===== config.mk =====
export PLATFORM = sky130hd
export DESIGN_NAME = program_memory_access
export DESIGN_NICKNAME = d
export VERILOG_FILES = /design/src/design/pm_access_pkg.sv /design/src/design/program_memory_access.sv /design/src/design/pc_wrap.sv /design/src/design/ptr_reg.sv
export SDC_FILE = /design/constraint.sdc
export NUM_CORES = 1
export LEC_CHECK = 0
export BUFFER_PORTS_ARGS = -buffer_cell sky130_fd_sc_hd__buf_2
export CAP_MARGIN = 40
export CORE_AREA = 5 5 95 97
export DETAILED_ROUTE_END_ITERATION = 7
export DIE_AREA = 0 0 100 102
export PLACE_DENSITY = 0.68
export SYNTH_ARGS = -nofsm -noshare
export SYNTH_HDL_FRONTEND = slang
export SYNTH_SLANG_ARGS = --single-unit
export TNS_END_PERCENT = 30

===== constraint.sdc =====
create_clock -name ref_clk_i -period 3 [get_ports ref_clk_i]
set_input_delay 0.3 -clock ref_clk_i [delete_from_list [all_inputs] [get_ports ref_clk_i]]
set_output_delay 0.3 -clock ref_clk_i [all_outputs]
set_load 0.005 [all_outputs]

===== src/design/pm_access_pkg.sv =====
package pm_access_pkg;

  // ----------------------------------------------------------------
  // program space
  // ----------------------------------------------------------------
  localparam int          PC_W          = 15;
  localparam int          WORD_W        = 14;
  localparam int          DATA_W        = 8;
  localparam int          PTR_W         = 16;
  localparam int          DEPTH_DEF     = 4096;
  localparam logic [14:0] RESET_VECTOR  = 15'h0000;
  localparam logic [14:0] INT_VECTOR    = 15'h0004;
  localparam int          PM_SEL_BIT    = 15;
  localparam logic [7:0]  PTR_RST       = 8'h00;
  localparam logic [7:0]  WREG_RST      = 8'h00;
  localparam int          PTR_COUNT     = 2;

  // ----------------------------------------------------------------
  // fetch commands and indirect read states
  // ----------------------------------------------------------------
  typedef enum logic [2:0] {
    CMD_NONE  = 3'b000,
    CMD_STEP  = 3'b001,
    CMD_JUMP  = 3'b010,
    CMD_BRW   = 3'b011,
    CMD_IRQ   = 3'b100
  } fetch_cmd_e;

  typedef enum logic [1:0] {
    ST_RUN    = 2'b00,
    ST_PMREAD = 2'b01,
    ST_DONE   = 2'b10
  } rd_state_e;

endpackage


===== src/design/program_memory_access.sv =====
`timescale 1ns/1ps
module program_memory_access #(
  parameter int DEPTH = pm_access_pkg::DEPTH_DEF
) (
  input  wire logic        ref_clk_i,
  input  wire logic        rst_b_i,
  input  wire logic [2:0]  fetch_cmd_i,
  input  wire logic [14:0] jump_addr_i,
  input  wire logic [7:0]  wreg_i,
  input  wire logic [1:0]  ptr_wr_lo_i,
  input  wire logic [1:0]  ptr_wr_hi_i,
  input  wire logic [7:0]  ptr_wdata_i,
  input  wire logic        ind_rd_i,
  input  wire logic        ind_wr_i,
  input  wire logic        ind_sel_i,
  input  wire logic [13:0] pm_rdata_i,
  output logic      [14:0] pc_o,
  output logic      [14:0] pm_addr_o,
  output logic             pm_rd_o,
  output logic             fetch_stall_o,
  output logic             ind_pm_o,
  output logic             ind_wr_block_o,
  output logic      [7:0]  wreg_load_data_o,
  output logic             wreg_load_o,
  output logic      [15:0] ptr0_o,
  output logic      [15:0] ptr1_o
);

  // ----------------------------------------------------------------
  // parameter check
  // ----------------------------------------------------------------
  initial
  begin
    if (DEPTH != 4096 && DEPTH != 8192 && DEPTH != 16384)
      $error("program_memory_access: unsupported depth");
  end

  // ----------------------------------------------------------------
  // pointers
  // ----------------------------------------------------------------
  logic [15:0] ptr_w [pm_access_pkg::PTR_COUNT];

  genvar gi;
  generate
    for (gi = 0; gi < pm_access_pkg::PTR_COUNT; gi++)
    begin : g_ptr
      ptr_reg u_ptr (
        .ref_clk_i (ref_clk_i),
        .rst_b_i   (rst_b_i),
        .wr_lo_i   (ptr_wr_lo_i[gi]),
        .wr_hi_i   (ptr_wr_hi_i[gi]),
        .wdata_i   (ptr_wdata_i),
        .ptr_o     (ptr_w[gi])
      );
    end
  endgenerate

  assign ptr0_o = ptr_w[0];
  assign ptr1_o = ptr_w[1];

  // decode: does a pointer aim at program memory
  function automatic logic is_pm(input logic [15:0] p);
    is_pm = p[pm_access_pkg::PM_SEL_BIT];
  endfunction

  logic [15:0] sel_ptr;
  assign sel_ptr  = ptr_w[ind_sel_i];
  assign ind_pm_o = is_pm(sel_ptr);

  // writes to program space are dropped; the core must not write program memory
  assign ind_wr_block_o = ind_wr_i && is_pm(sel_ptr);

  // ----------------------------------------------------------------
  // program counter
  // ----------------------------------------------------------------
  logic [14:0] pc_d;
  logic [14:0] pc_q;
  logic [14:0] pc_raw;
  logic [14:0] pc_wrapped;
  logic [14:0] rd_addr_raw;
  logic [14:0] rd_addr_w;

  pc_wrap #(.DEPTH(DEPTH)) u_wrap_pc (
    .addr_i (pc_raw),
    .addr_o (pc_wrapped)
  );

  // low pointer bits address the word; bit 15 is only the space flag
  assign rd_addr_raw = sel_ptr[14:0];

  pc_wrap #(.DEPTH(DEPTH)) u_wrap_rd (
    .addr_i (rd_addr_raw),
    .addr_o (rd_addr_w)
  );

  // ----------------------------------------------------------------
  // indirect program read sequencer
  // ----------------------------------------------------------------
  pm_access_pkg::rd_state_e rd_st_d;
  pm_access_pkg::rd_state_e rd_st_q;
  logic [7:0]               ld_data_d;
  logic [7:0]               ld_data_q;
  logic                     ld_d;
  logic                     ld_q;

  // extra cycle: the core stalls while the word is fetched
  always_comb
  begin
    rd_st_d   = rd_st_q;
    ld_data_d = ld_data_q;
    ld_d      = 1'b0;
    case (rd_st_q)
      pm_access_pkg::ST_RUN:
      begin
        if (ind_rd_i && is_pm(sel_ptr))
          rd_st_d = pm_access_pkg::ST_PMREAD;
      end
      pm_access_pkg::ST_PMREAD:
      begin
        ld_data_d = pm_rdata_i[7:0];
        ld_d      = 1'b1;
        rd_st_d   = pm_access_pkg::ST_RUN;
      end
      default:
        rd_st_d = pm_access_pkg::ST_RUN;
    endcase
  end

  always_ff @(posedge ref_clk_i or negedge rst_b_i)
  begin
    if (!rst_b_i)
    begin
      rd_st_q   <= pm_access_pkg::ST_RUN;
      ld_data_q <= pm_access_pkg::WREG_RST;
      ld_q      <= 1'b0;
    end
    else
    begin
      rd_st_q   <= rd_st_d;
      ld_data_q <= ld_data_d;
      ld_q      <= ld_d;
    end
  end

  assign fetch_stall_o    = (rd_st_q == pm_access_pkg::ST_PMREAD);
  assign wreg_load_data_o = ld_data_q;
  assign wreg_load_o      = ld_q;

  // ----------------------------------------------------------------
  // next program counter
  // ----------------------------------------------------------------
  // counter holds while the extra read cycle runs
  always_comb
  begin
    pc_raw = pc_q;
    case (pm_access_pkg::fetch_cmd_e'(fetch_cmd_i))
      pm_access_pkg::CMD_NONE:
        pc_raw = pc_q;
      pm_access_pkg::CMD_STEP:
        pc_raw = 15'(pc_q + 15'h0001);
      pm_access_pkg::CMD_JUMP:
        pc_raw = jump_addr_i;
      pm_access_pkg::CMD_BRW:
        pc_raw = 15'(pc_q + 15'h0001 + {7'h00, wreg_i});
      pm_access_pkg::CMD_IRQ:
        pc_raw = pm_access_pkg::INT_VECTOR;
      default:
        pc_raw = pc_q;
    endcase
    if (fetch_stall_o)
      pc_raw = pc_q;
  end

  // wrap sits after the mux so every source folds the same way
  assign pc_d = pc_wrapped;

  always_ff @(posedge ref_clk_i or negedge rst_b_i)
  begin
    if (!rst_b_i)
      pc_q <= pm_access_pkg::RESET_VECTOR;
    else
      pc_q <= pc_d;
  end

  assign pc_o = pc_q;

  // memory port: read address during the extra cycle, else fetch
  assign pm_addr_o = fetch_stall_o ? rd_addr_w : pc_q;
  assign pm_rd_o   = 1'b1;

  // ----------------------------------------------------------------
  // checks
  // ----------------------------------------------------------------
  localparam logic [14:0] LAST_A = 15'(DEPTH - 1);

  // counter never leaves the implemented space
  a_pc_in_range: assert property (@(posedge ref_clk_i) disable iff (!rst_b_i)
    pc_q <= LAST_A) else $error("pc beyond implemented depth");

  // first edge after release still shows the reset vector
  a_reset_vector: assert property (@(posedge ref_clk_i)
    $rose(rst_b_i) |-> pc_q == pm_access_pkg::RESET_VECTOR)
    else $error("fetch did not start at reset vector");

  // interrupt lands on its vector whatever the counter held
  a_irq_vector: assert property (@(posedge ref_clk_i) disable iff (!rst_b_i)
    (fetch_cmd_i == 3'b100 && !fetch_stall_o) |=> pc_q == 15'h0004)
    else $error("interrupt did not reach vector");

  // step folds back to zero at the top of the space
  a_step_inc: assert property (@(posedge ref_clk_i) disable iff (!rst_b_i)
    (fetch_cmd_i == 3'b001 && !fetch_stall_o) |=> pc_q == ((($past(pc_q) + 15'h0001)) & LAST_A))
    else $error("step did not advance");

  // a zero command is a hold, never a step
  a_none_hold: assert property (@(posedge ref_clk_i) disable iff (!rst_b_i)
    (fetch_cmd_i == 3'b000) |=> $stable(pc_q))
    else $error("counter moved without a command");

  // jump targets above the depth fold like the counter does
  a_jump_wrap: assert property (@(posedge ref_clk_i) disable iff (!rst_b_i)
    (fetch_cmd_i == 3'b010 && !fetch_stall_o) |=> pc_q == ($past(jump_addr_i) & LAST_A))
    else $error("jump target not wrapped");

  // table index: counter plus one plus working register
  a_brw_add: assert property (@(posedge ref_clk_i) disable iff (!rst_b_i)
    (fetch_cmd_i == 3'b011 && !fetch_stall_o)
    |=> pc_q == 15'((($past(pc_q) + 15'h0001 + {7'h00, $past(wreg_i)})) & LAST_A))
    else $error("branch by working register wrong");

  // program reads cost exactly one stall cycle
  a_extra_cycle: assert property (@(posedge ref_clk_i) disable iff (!rst_b_i)
    (ind_rd_i && ind_pm_o && !fetch_stall_o) |=> fetch_stall_o ##1 (!fetch_stall_o && wreg_load_o))
    else $error("program read not one extra cycle");

  // plain data reads never stall the core
  a_data_no_stall: assert property (@(posedge ref_clk_i) disable iff (!rst_b_i)
    (ind_rd_i && !ind_pm_o && !fetch_stall_o) |=> !fetch_stall_o)
    else $error("data read stalled fetch");

  // only the low byte of the word reaches the core
  a_low_byte: assert property (@(posedge ref_clk_i) disable iff (!rst_b_i)
    fetch_stall_o |=> wreg_load_data_o == $past(pm_rdata_i[7:0]))
    else $error("loaded byte is not low byte");

  // one load strobe per read, never stretched
  a_load_pulse: assert property (@(posedge ref_clk_i) disable iff (!rst_b_i)
    wreg_load_o |=> !wreg_load_o)
    else $error("load strobe longer than one cycle");

  // writes aimed at program space are flagged for the core to drop
  a_write_block: assert property (@(posedge ref_clk_i) disable iff (!rst_b_i)
    (ind_wr_i && ind_pm_o) |-> ind_wr_block_o)
    else $error("program memory write not blocked");

  // data space writes must not be flagged
  a_write_pass: assert property (@(posedge ref_clk_i) disable iff (!rst_b_i)
    (ind_wr_i && !ind_pm_o) |-> !ind_wr_block_o)
    else $error("data write wrongly blocked");

  // stall cycle addresses memory from the selected pointer
  a_rd_addr: assert property (@(posedge ref_clk_i) disable iff (!rst_b_i)
    fetch_stall_o |-> pm_addr_o == (sel_ptr[14:0] & LAST_A))
    else $error("read address not from pointer");

  // outside the stall the memory sees the counter
  a_fetch_addr: assert property (@(posedge ref_clk_i) disable iff (!rst_b_i)
    !fetch_stall_o |-> pm_addr_o == pc_q)
    else $error("fetch address not the counter");

  // counter frozen while the extra cycle runs
  a_pc_hold: assert property (@(posedge ref_clk_i) disable iff (!rst_b_i)
    fetch_stall_o |=> $stable(pc_q))
    else $error("counter moved during extra cycle");

  // a pointer byte write lands in the addressed byte
  a_ptr0_low: assert property (@(posedge ref_clk_i) disable iff (!rst_b_i)
    ptr_wr_lo_i[0] |=> ptr0_o[7:0] == $past(ptr_wdata_i))
    else $error("pointer 0 low byte not written");

  a_ptr1_high: assert property (@(posedge ref_clk_i) disable iff (!rst_b_i)
    ptr_wr_hi_i[1] |=> ptr1_o[15:8] == $past(ptr_wdata_i))
    else $error("pointer 1 high byte not written");

  // pointers only change when written
  a_ptr_hold: assert property (@(posedge ref_clk_i) disable iff (!rst_b_i)
    (ptr_wr_lo_i == 2'b00 && ptr_wr_hi_i == 2'b00)
    |=> ($stable(ptr0_o) && $stable(ptr1_o)))
    else $error("pointer changed without a write");

  // main scenarios
  c_irq:   cover property (@(posedge ref_clk_i) fetch_cmd_i == 3'b100);
  c_brw:   cover property (@(posedge ref_clk_i) fetch_cmd_i == 3'b011);
  c_pmrd:  cover property (@(posedge ref_clk_i) wreg_load_o);
  c_wrap:  cover property (@(posedge ref_clk_i) pc_q == LAST_A ##1 pc_q == 15'h0000);
  c_jump:  cover property (@(posedge ref_clk_i) fetch_cmd_i == 3'b010);

endmodule


===== src/design/pc_wrap.sv =====
`timescale 1ns/1ps
module pc_wrap #(
  parameter int DEPTH = pm_access_pkg::DEPTH_DEF
) (
  input  wire logic [14:0] addr_i,
  output logic      [14:0] addr_o
);

  // ----------------------------------------------------------------
  // wrap into implemented space
  // ----------------------------------------------------------------
  localparam logic [14:0] LAST = 15'(DEPTH - 1);

  initial
  begin
    if (DEPTH != 4096 && DEPTH != 8192 && DEPTH != 16384)
      $error("pc_wrap: depth must be 4096, 8192 or 16384");
  end

  // depth is a power of two, so masking equals modulo
  assign addr_o = addr_i & LAST;

endmodule


===== src/design/ptr_reg.sv =====
`timescale 1ns/1ps
module ptr_reg (
  input  wire logic        ref_clk_i,
  input  wire logic        rst_b_i,
  input  wire logic        wr_lo_i,
  input  wire logic        wr_hi_i,
  input  wire logic [7:0]  wdata_i,
  output logic      [15:0] ptr_o
);

  // ----------------------------------------------------------------
  // one 16-bit file select pointer
  // ----------------------------------------------------------------
  logic [15:0] ptr_d;
  logic [15:0] ptr_q;

  // byte writes from the core
  always_comb
  begin
    ptr_d = ptr_q;
    if (wr_lo_i)
      ptr_d[7:0] = wdata_i;
    if (wr_hi_i)
      ptr_d[15:8] = wdata_i;
  end

  always_ff @(posedge ref_clk_i or negedge rst_b_i)
  begin
    if (!rst_b_i)
      ptr_q <= {pm_access_pkg::PTR_RST, pm_access_pkg::PTR_RST};
    else
      ptr_q <= ptr_d;
  end

  assign ptr_o = ptr_q;

endmodule


==> tab_implementation.tex <==
\begin{tabular}{lr}
\hline
Metric & Value \\
\hline
\multicolumn{2}{l}{\textbf{Run status}} \\
\quad Run status & completed \\
\multicolumn{2}{l}{\textbf{Route}} \\
\quad Vias/cell & 5.39 \\
\quad Iteration count of the initial detailed-routing pass & 4 \\
\quad Starting DRT DRC Count & 147 \\
\quad Final WL & 9.45 mm \\
\quad Wire length per cell after detailed routing & 17.2 um \\
\quad DRT antenna net count & 0 \\
\quad Vias post-DR & 2962 \\
\quad DRC & 0 \\
\multicolumn{2}{l}{\textbf{Flow run}} \\
\quad Max Cap Viol & 0 \\
\multicolumn{2}{l}{\textbf{Power}} \\
\quad Switching share of total power & 38.7\% \\
\quad Combinational power share & 45.1\% \\
\quad Cell-internal power & 1.74 mW \\
\quad Share of power burned in registers & 36.4\% \\
\quad PwrDens & 688 nW/um2 \\
\quad Leakage power & 1.95 nW \\
\quad Switching power total & 1.10 mW \\
\quad Final Power & 2.85 mW \\
\quad Fraction of power consumed by the clock network & 18.5\% \\
\quad Maximum ir drop on the vdd rail & 0.000304 V \\
\multicolumn{2}{l}{\textbf{Final layout}} \\
\quad Post-route design area & 4140 um2 \\
\quad Layout overhead on the synthesized area & 23.0\% \\
\quad Post-Layout Cell Count & 550 \\
\quad Antenna fix cells & 0 \\
\quad Fraction of final layout cells sized beyond drive strength 1 & 40.0\% \\
\quad Post-Route Utilization & 51.4\% \\
\quad Number of nets at the end of the flow & 513 \\
\multicolumn{2}{l}{\textbf{Clock tree}} \\
\quad CTS tree & built \\
\quad Num Clock Sinks & 54 \\
\quad Post-CTS resize count & 0 \\
\quad Worst-Skew Late Latency & 0.31 ns \\
\quad Number of buffers inserted for hold repair after clock tree synthesis & 0 \\
\quad \# H-tree levels & 2 \\
\quad Clock-pin slew on the worst setup and hold paths & 0.10 ns \\
\quad Clock Root Buffer & sky130\_fd\_sc\_hd\_\_clkbuf\_8 \\
\quad Clock buffer count from CTS & 5 \\
\quad Post-CTS Setup Inserts & 0 \\
\quad Maximum buffer depth of the clock tree & 2 \\
\multicolumn{2}{l}{\textbf{Critical path}} \\
\quad Nature of the critical path endpoint & register \\
\quad Endpoint arrival time on the critical path & 2.96 ns \\
\quad Category of the critical setup timing path & register to register \\
\quad CP max stage cell & sky130\_fd\_sc\_hd\_\_dfrtp\_1 \\
\quad Type of origin of the critical path & register \\
\quad Biggest cell delay along the critical path & 0.37 ns \\
\quad Sequence of cells on the critical path & ha\_1 -> and3\_1 -> nand3\_1 -> xnor2\_1 -> buf\_4 -> ha\_1 -> nand2\_1 -> o21ai\_0 -> a31oi\_1 -> a211oi\_1 -> o21a\_1 -> o211ai\_1 \\
\quad Maximum net fanout on the critical path & 3 \\
\quad Required time of the critical path & 3.19 ns \\
\quad Most frequent cell on the critical path & sky130\_fd\_sc\_hd\_\_ha\_1 \\
\multicolumn{2}{l}{\textbf{Logic synthesis}} \\
\quad Cell Area, Synth & 3360 um2 \\
\quad Synth area leader & sky130\_fd\_sc\_hd\_\_dfrtp\_1 \\
\quad Synthesis-stage register bit count & 54 \\
\quad Synthesis warning total & 0 \\
\quad Area fraction of the dominant cell type after synthesis & 40.2\% \\
\quad Synthesized area divided by synthesized cell count & 10.1 um2 \\
\quad Main synth FF type & sky130\_fd\_sc\_hd\_\_dfrtp\_1 \\
\quad Commonest cells post-synth & sky130\_fd\_sc\_hd\_\_dfrtp\_1, sky130\_fd\_sc\_hd\_\_mux2\_2, sky130\_fd\_sc\_hd\_\_nor2\_1 \\
\quad Largest cells by area after synthesis & sky130\_fd\_sc\_hd\_\_dfrtp\_1, sky130\_fd\_sc\_hd\_\_mux2\_2, sky130\_fd\_sc\_hd\_\_mux2i\_1 \\
\quad Async set-reset flop share out of synthesis & 100\% \\
\quad Sequential area share after synthesis & 40.2\% \\
\quad Leading cell type by number of instances after synthesis & sky130\_fd\_sc\_hd\_\_dfrtp\_1 \\
\quad Post-Synthesis Cells & 334 \\
\quad Number of flops mapped to enable cells by yosys & 0 \\
\quad Count of different cell masters after synthesis & 53 \\
\multicolumn{2}{l}{\textbf{Floorplanning}} \\
\quad Initial cell density of the core & 41.8\% \\
\quad Horizontal die dimension & 100 um \\
\quad Core Area & 8050 um2 \\
\quad Site row count & 33 \\
\quad DIE AREA & 10200 um2 \\
\quad Num ports & 132 \\
\quad Vert. Die Dim & 102 um \\
\multicolumn{2}{l}{\textbf{GRT}} \\
\quad Overflow left after global routing & 0 \\
\quad GRT Total Usage & 18.2\% \\
\quad Vias in the first global route & 2999 \\
\quad Number of antenna violations at the first check in global routing & 0 \\
\quad Wire length of the first global-routing pass & 14.9 mm \\
\quad Pin count of the biggest net entering global routing & 41 \\
\multicolumn{2}{l}{\textbf{STA}} \\
\quad Fmax & 0.361 GHz \\
\quad Count of endpoints failing hold in the final timing report & 0 \\
\quad Slew @ Worst Pin & 0.662 ns \\
\quad Final critical-path share of the clock period & 92.3\% \\
\quad Final critical path time including I/O delays and setup & 2.77 ns \\
\quad RSZ-0062 raised after global routing & false \\
\quad Final Max Slew Viols & 0 \\
\quad Skew final & 0.00211 ns \\
\quad Final sum of negative setup slack & 0 ns \\
\quad Post-route worst setup slack & 0.232 ns \\
\quad Fin Hold WS & 0.00112 ns \\
\quad Setup-failing EPs final & 0 \\
\quad Worst slew margin & 55.8\% \\
\multicolumn{2}{l}{\textbf{Worst hold path}} \\
\quad Path class of the lowest-slack min-delay path & input port to asynchronous set/reset pin \\
\multicolumn{2}{l}{\textbf{Placement}} \\
\quad Count of port buffers added during placement & 115 \\
\quad Instance area after placement & 4020 um2 \\
\quad Placed wire-length estimate & 7.33 mm \\
\quad DP Worst Slack & 0.323 ns \\
\quad Gpl congestion & 0.877 \\
\quad Placed Cells & 542 \\
\hline
\end{tabular}
==> metal layers <==
| metal | track usage (%) | wire length [um] | vias to the layer above | share of wire (%) |
|---|---|---|---|---|
| li1 | - | - | 1419 | - |
| met1 | 23.6 | 4010 | 1434 | 42 |
| met2 | 30.9 | 4620 | 100 | 49 |
| met3 | 3.75 | 669 | 9 | 7.1 |
| met4 | 5.70 | 148 | 0 | 1.6 |
| met5 | 0 | 0 | - | 0 |
==> worst max-delay path, delay by kind of cell, from the launching register on <==
| family | cells | cell delay, ns |
|---|---|---|
| buffers and inverters | 1 | 0.16 |
| AO/OA/AOI/OAI | 5 | 1.09 |
| XOR/XNOR | 1 | 0.18 |
| flip-flops | 1 | 0.37 |
| adder cells (fa/ha/maj) | 2 | 0.46 |
| AND/OR/NAND/NOR | 3 | 0.39 |
==> cell usage in the layout, fill, tap and decap left out, types with 2 or more instances in the layout <==
master	synthesis	final
sky130_fd_sc_hd__o21a_1	2	2
sky130_fd_sc_hd__nand2_1	15	15
sky130_fd_sc_hd__mux2i_1	15	15
sky130_fd_sc_hd__nor2_1	32	32
sky130_fd_sc_hd__conb_1	2	7
sky130_fd_sc_hd__o21bai_1	2	2
sky130_fd_sc_hd__dfrtp_1	54	54
sky130_fd_sc_hd__a32oi_1	3	3
sky130_fd_sc_hd__nand2b_1	6	6
sky130_fd_sc_hd__mux2_2	40	40
sky130_fd_sc_hd__ha_1	11	11
sky130_fd_sc_hd__a21o_1	2	2
sky130_fd_sc_hd__clkbuf_8	0	6
sky130_fd_sc_hd__o211ai_1	6	6
sky130_fd_sc_hd__o22ai_1	2	2
sky130_fd_sc_hd__o31ai_1	3	3
sky130_fd_sc_hd__xor2_1	6	6
sky130_fd_sc_hd__a32o_1	2	2
sky130_fd_sc_hd__inv_1	8	8
sky130_fd_sc_hd__and4_1	3	3
sky130_fd_sc_hd__nor3_1	7	7
sky130_fd_sc_hd__a211oi_1	4	4
sky130_fd_sc_hd__buf_2	4	115
sky130_fd_sc_hd__nand4_1	3	3
sky130_fd_sc_hd__a21boi_0	2	2
sky130_fd_sc_hd__a221oi_1	4	4
sky130_fd_sc_hd__nor2b_1	2	2
sky130_fd_sc_hd__and3_1	2	2
sky130_fd_sc_hd__o2111ai_1	2	2
sky130_fd_sc_hd__a31oi_1	2	2
sky130_fd_sc_hd__buf_4	8	11
sky130_fd_sc_hd__o21ai_0	11	11
sky130_fd_sc_hd__a21oi_1	26	26
sky130_fd_sc_hd__xnor2_1	8	8
sky130_fd_sc_hd__nand3_1	3	3
==> power by group through the flow <==
stage / Sequential, mW / Clock, mW / Combinational [mW]
after floorplan: 1.00 / 0 / 0.828
after global placement: 1.04 / 0 / 1.26
after detailed placement: 1.05 / 0 / 1.28
after CTS: 1.04 / 0.540 / 1.29
after global routing: 1.06 / 0.567 / 1.42
final: 1.04 / 0.527 / 1.28
==> sequential cells by signal, summed over array words and instances, names as in the netlist <==
register and count:
wreg_load_o 1, pc_o 12, wreg_load_data_o 8, g_ptr.u_ptr.ptr_o 32, rd_st_q 1
==> layout make-up <==
| class | count | area [um2] |
|---|---|---|
| inverter | 8 | 30.0 |
| timing repair buffer | 126 | 658 |
| clock buffer | 6 | 82.6 |
| fill | 765 | 3910 |
| tap | 105 | 131 |
| multi-input combinational | 249 | 1850 |
| clock inverter | 2 | 38.8 |
| sequential | 54 | 1350 |
==> worst paths after layout <==
| check | from | to | slack [ns] | cells after the start |
|---|---|---|---|---|
| max | pc_o[0] | pc_o[11] | 0.23 | 12 |
| min | rst_b_i | pc_o[10] | 0.001 | 1 |
| max reg2reg | pc_o[0] | pc_o[11] | 0.23 | 12 |
| min reg2reg | wreg_load_data_o[0] | wreg_load_data_o[0] | 0.51 | 1 |
| max in group asynchronous | rst_b_i | g_ptr[1].u_ptr.ptr_o[6] | 2.31 | 2 |
| min in group ref_clk_i | pm_rdata_i[0] | wreg_load_data_o[0] | 0.21 | 2 |
==> kinds of logic after synthesis <==
family,share of synthesized area (%)
AO/OA/AOI/OAI,16.0
XOR/XNOR,4.13
adder cells (fa/ha/maj),4.69
buffers and inverters,5.50
flip-flops,40.2
multiplexers,17.9
other,0.223
AND/OR/NAND/NOR,11.5
Power figures use the tool's default switching activity.
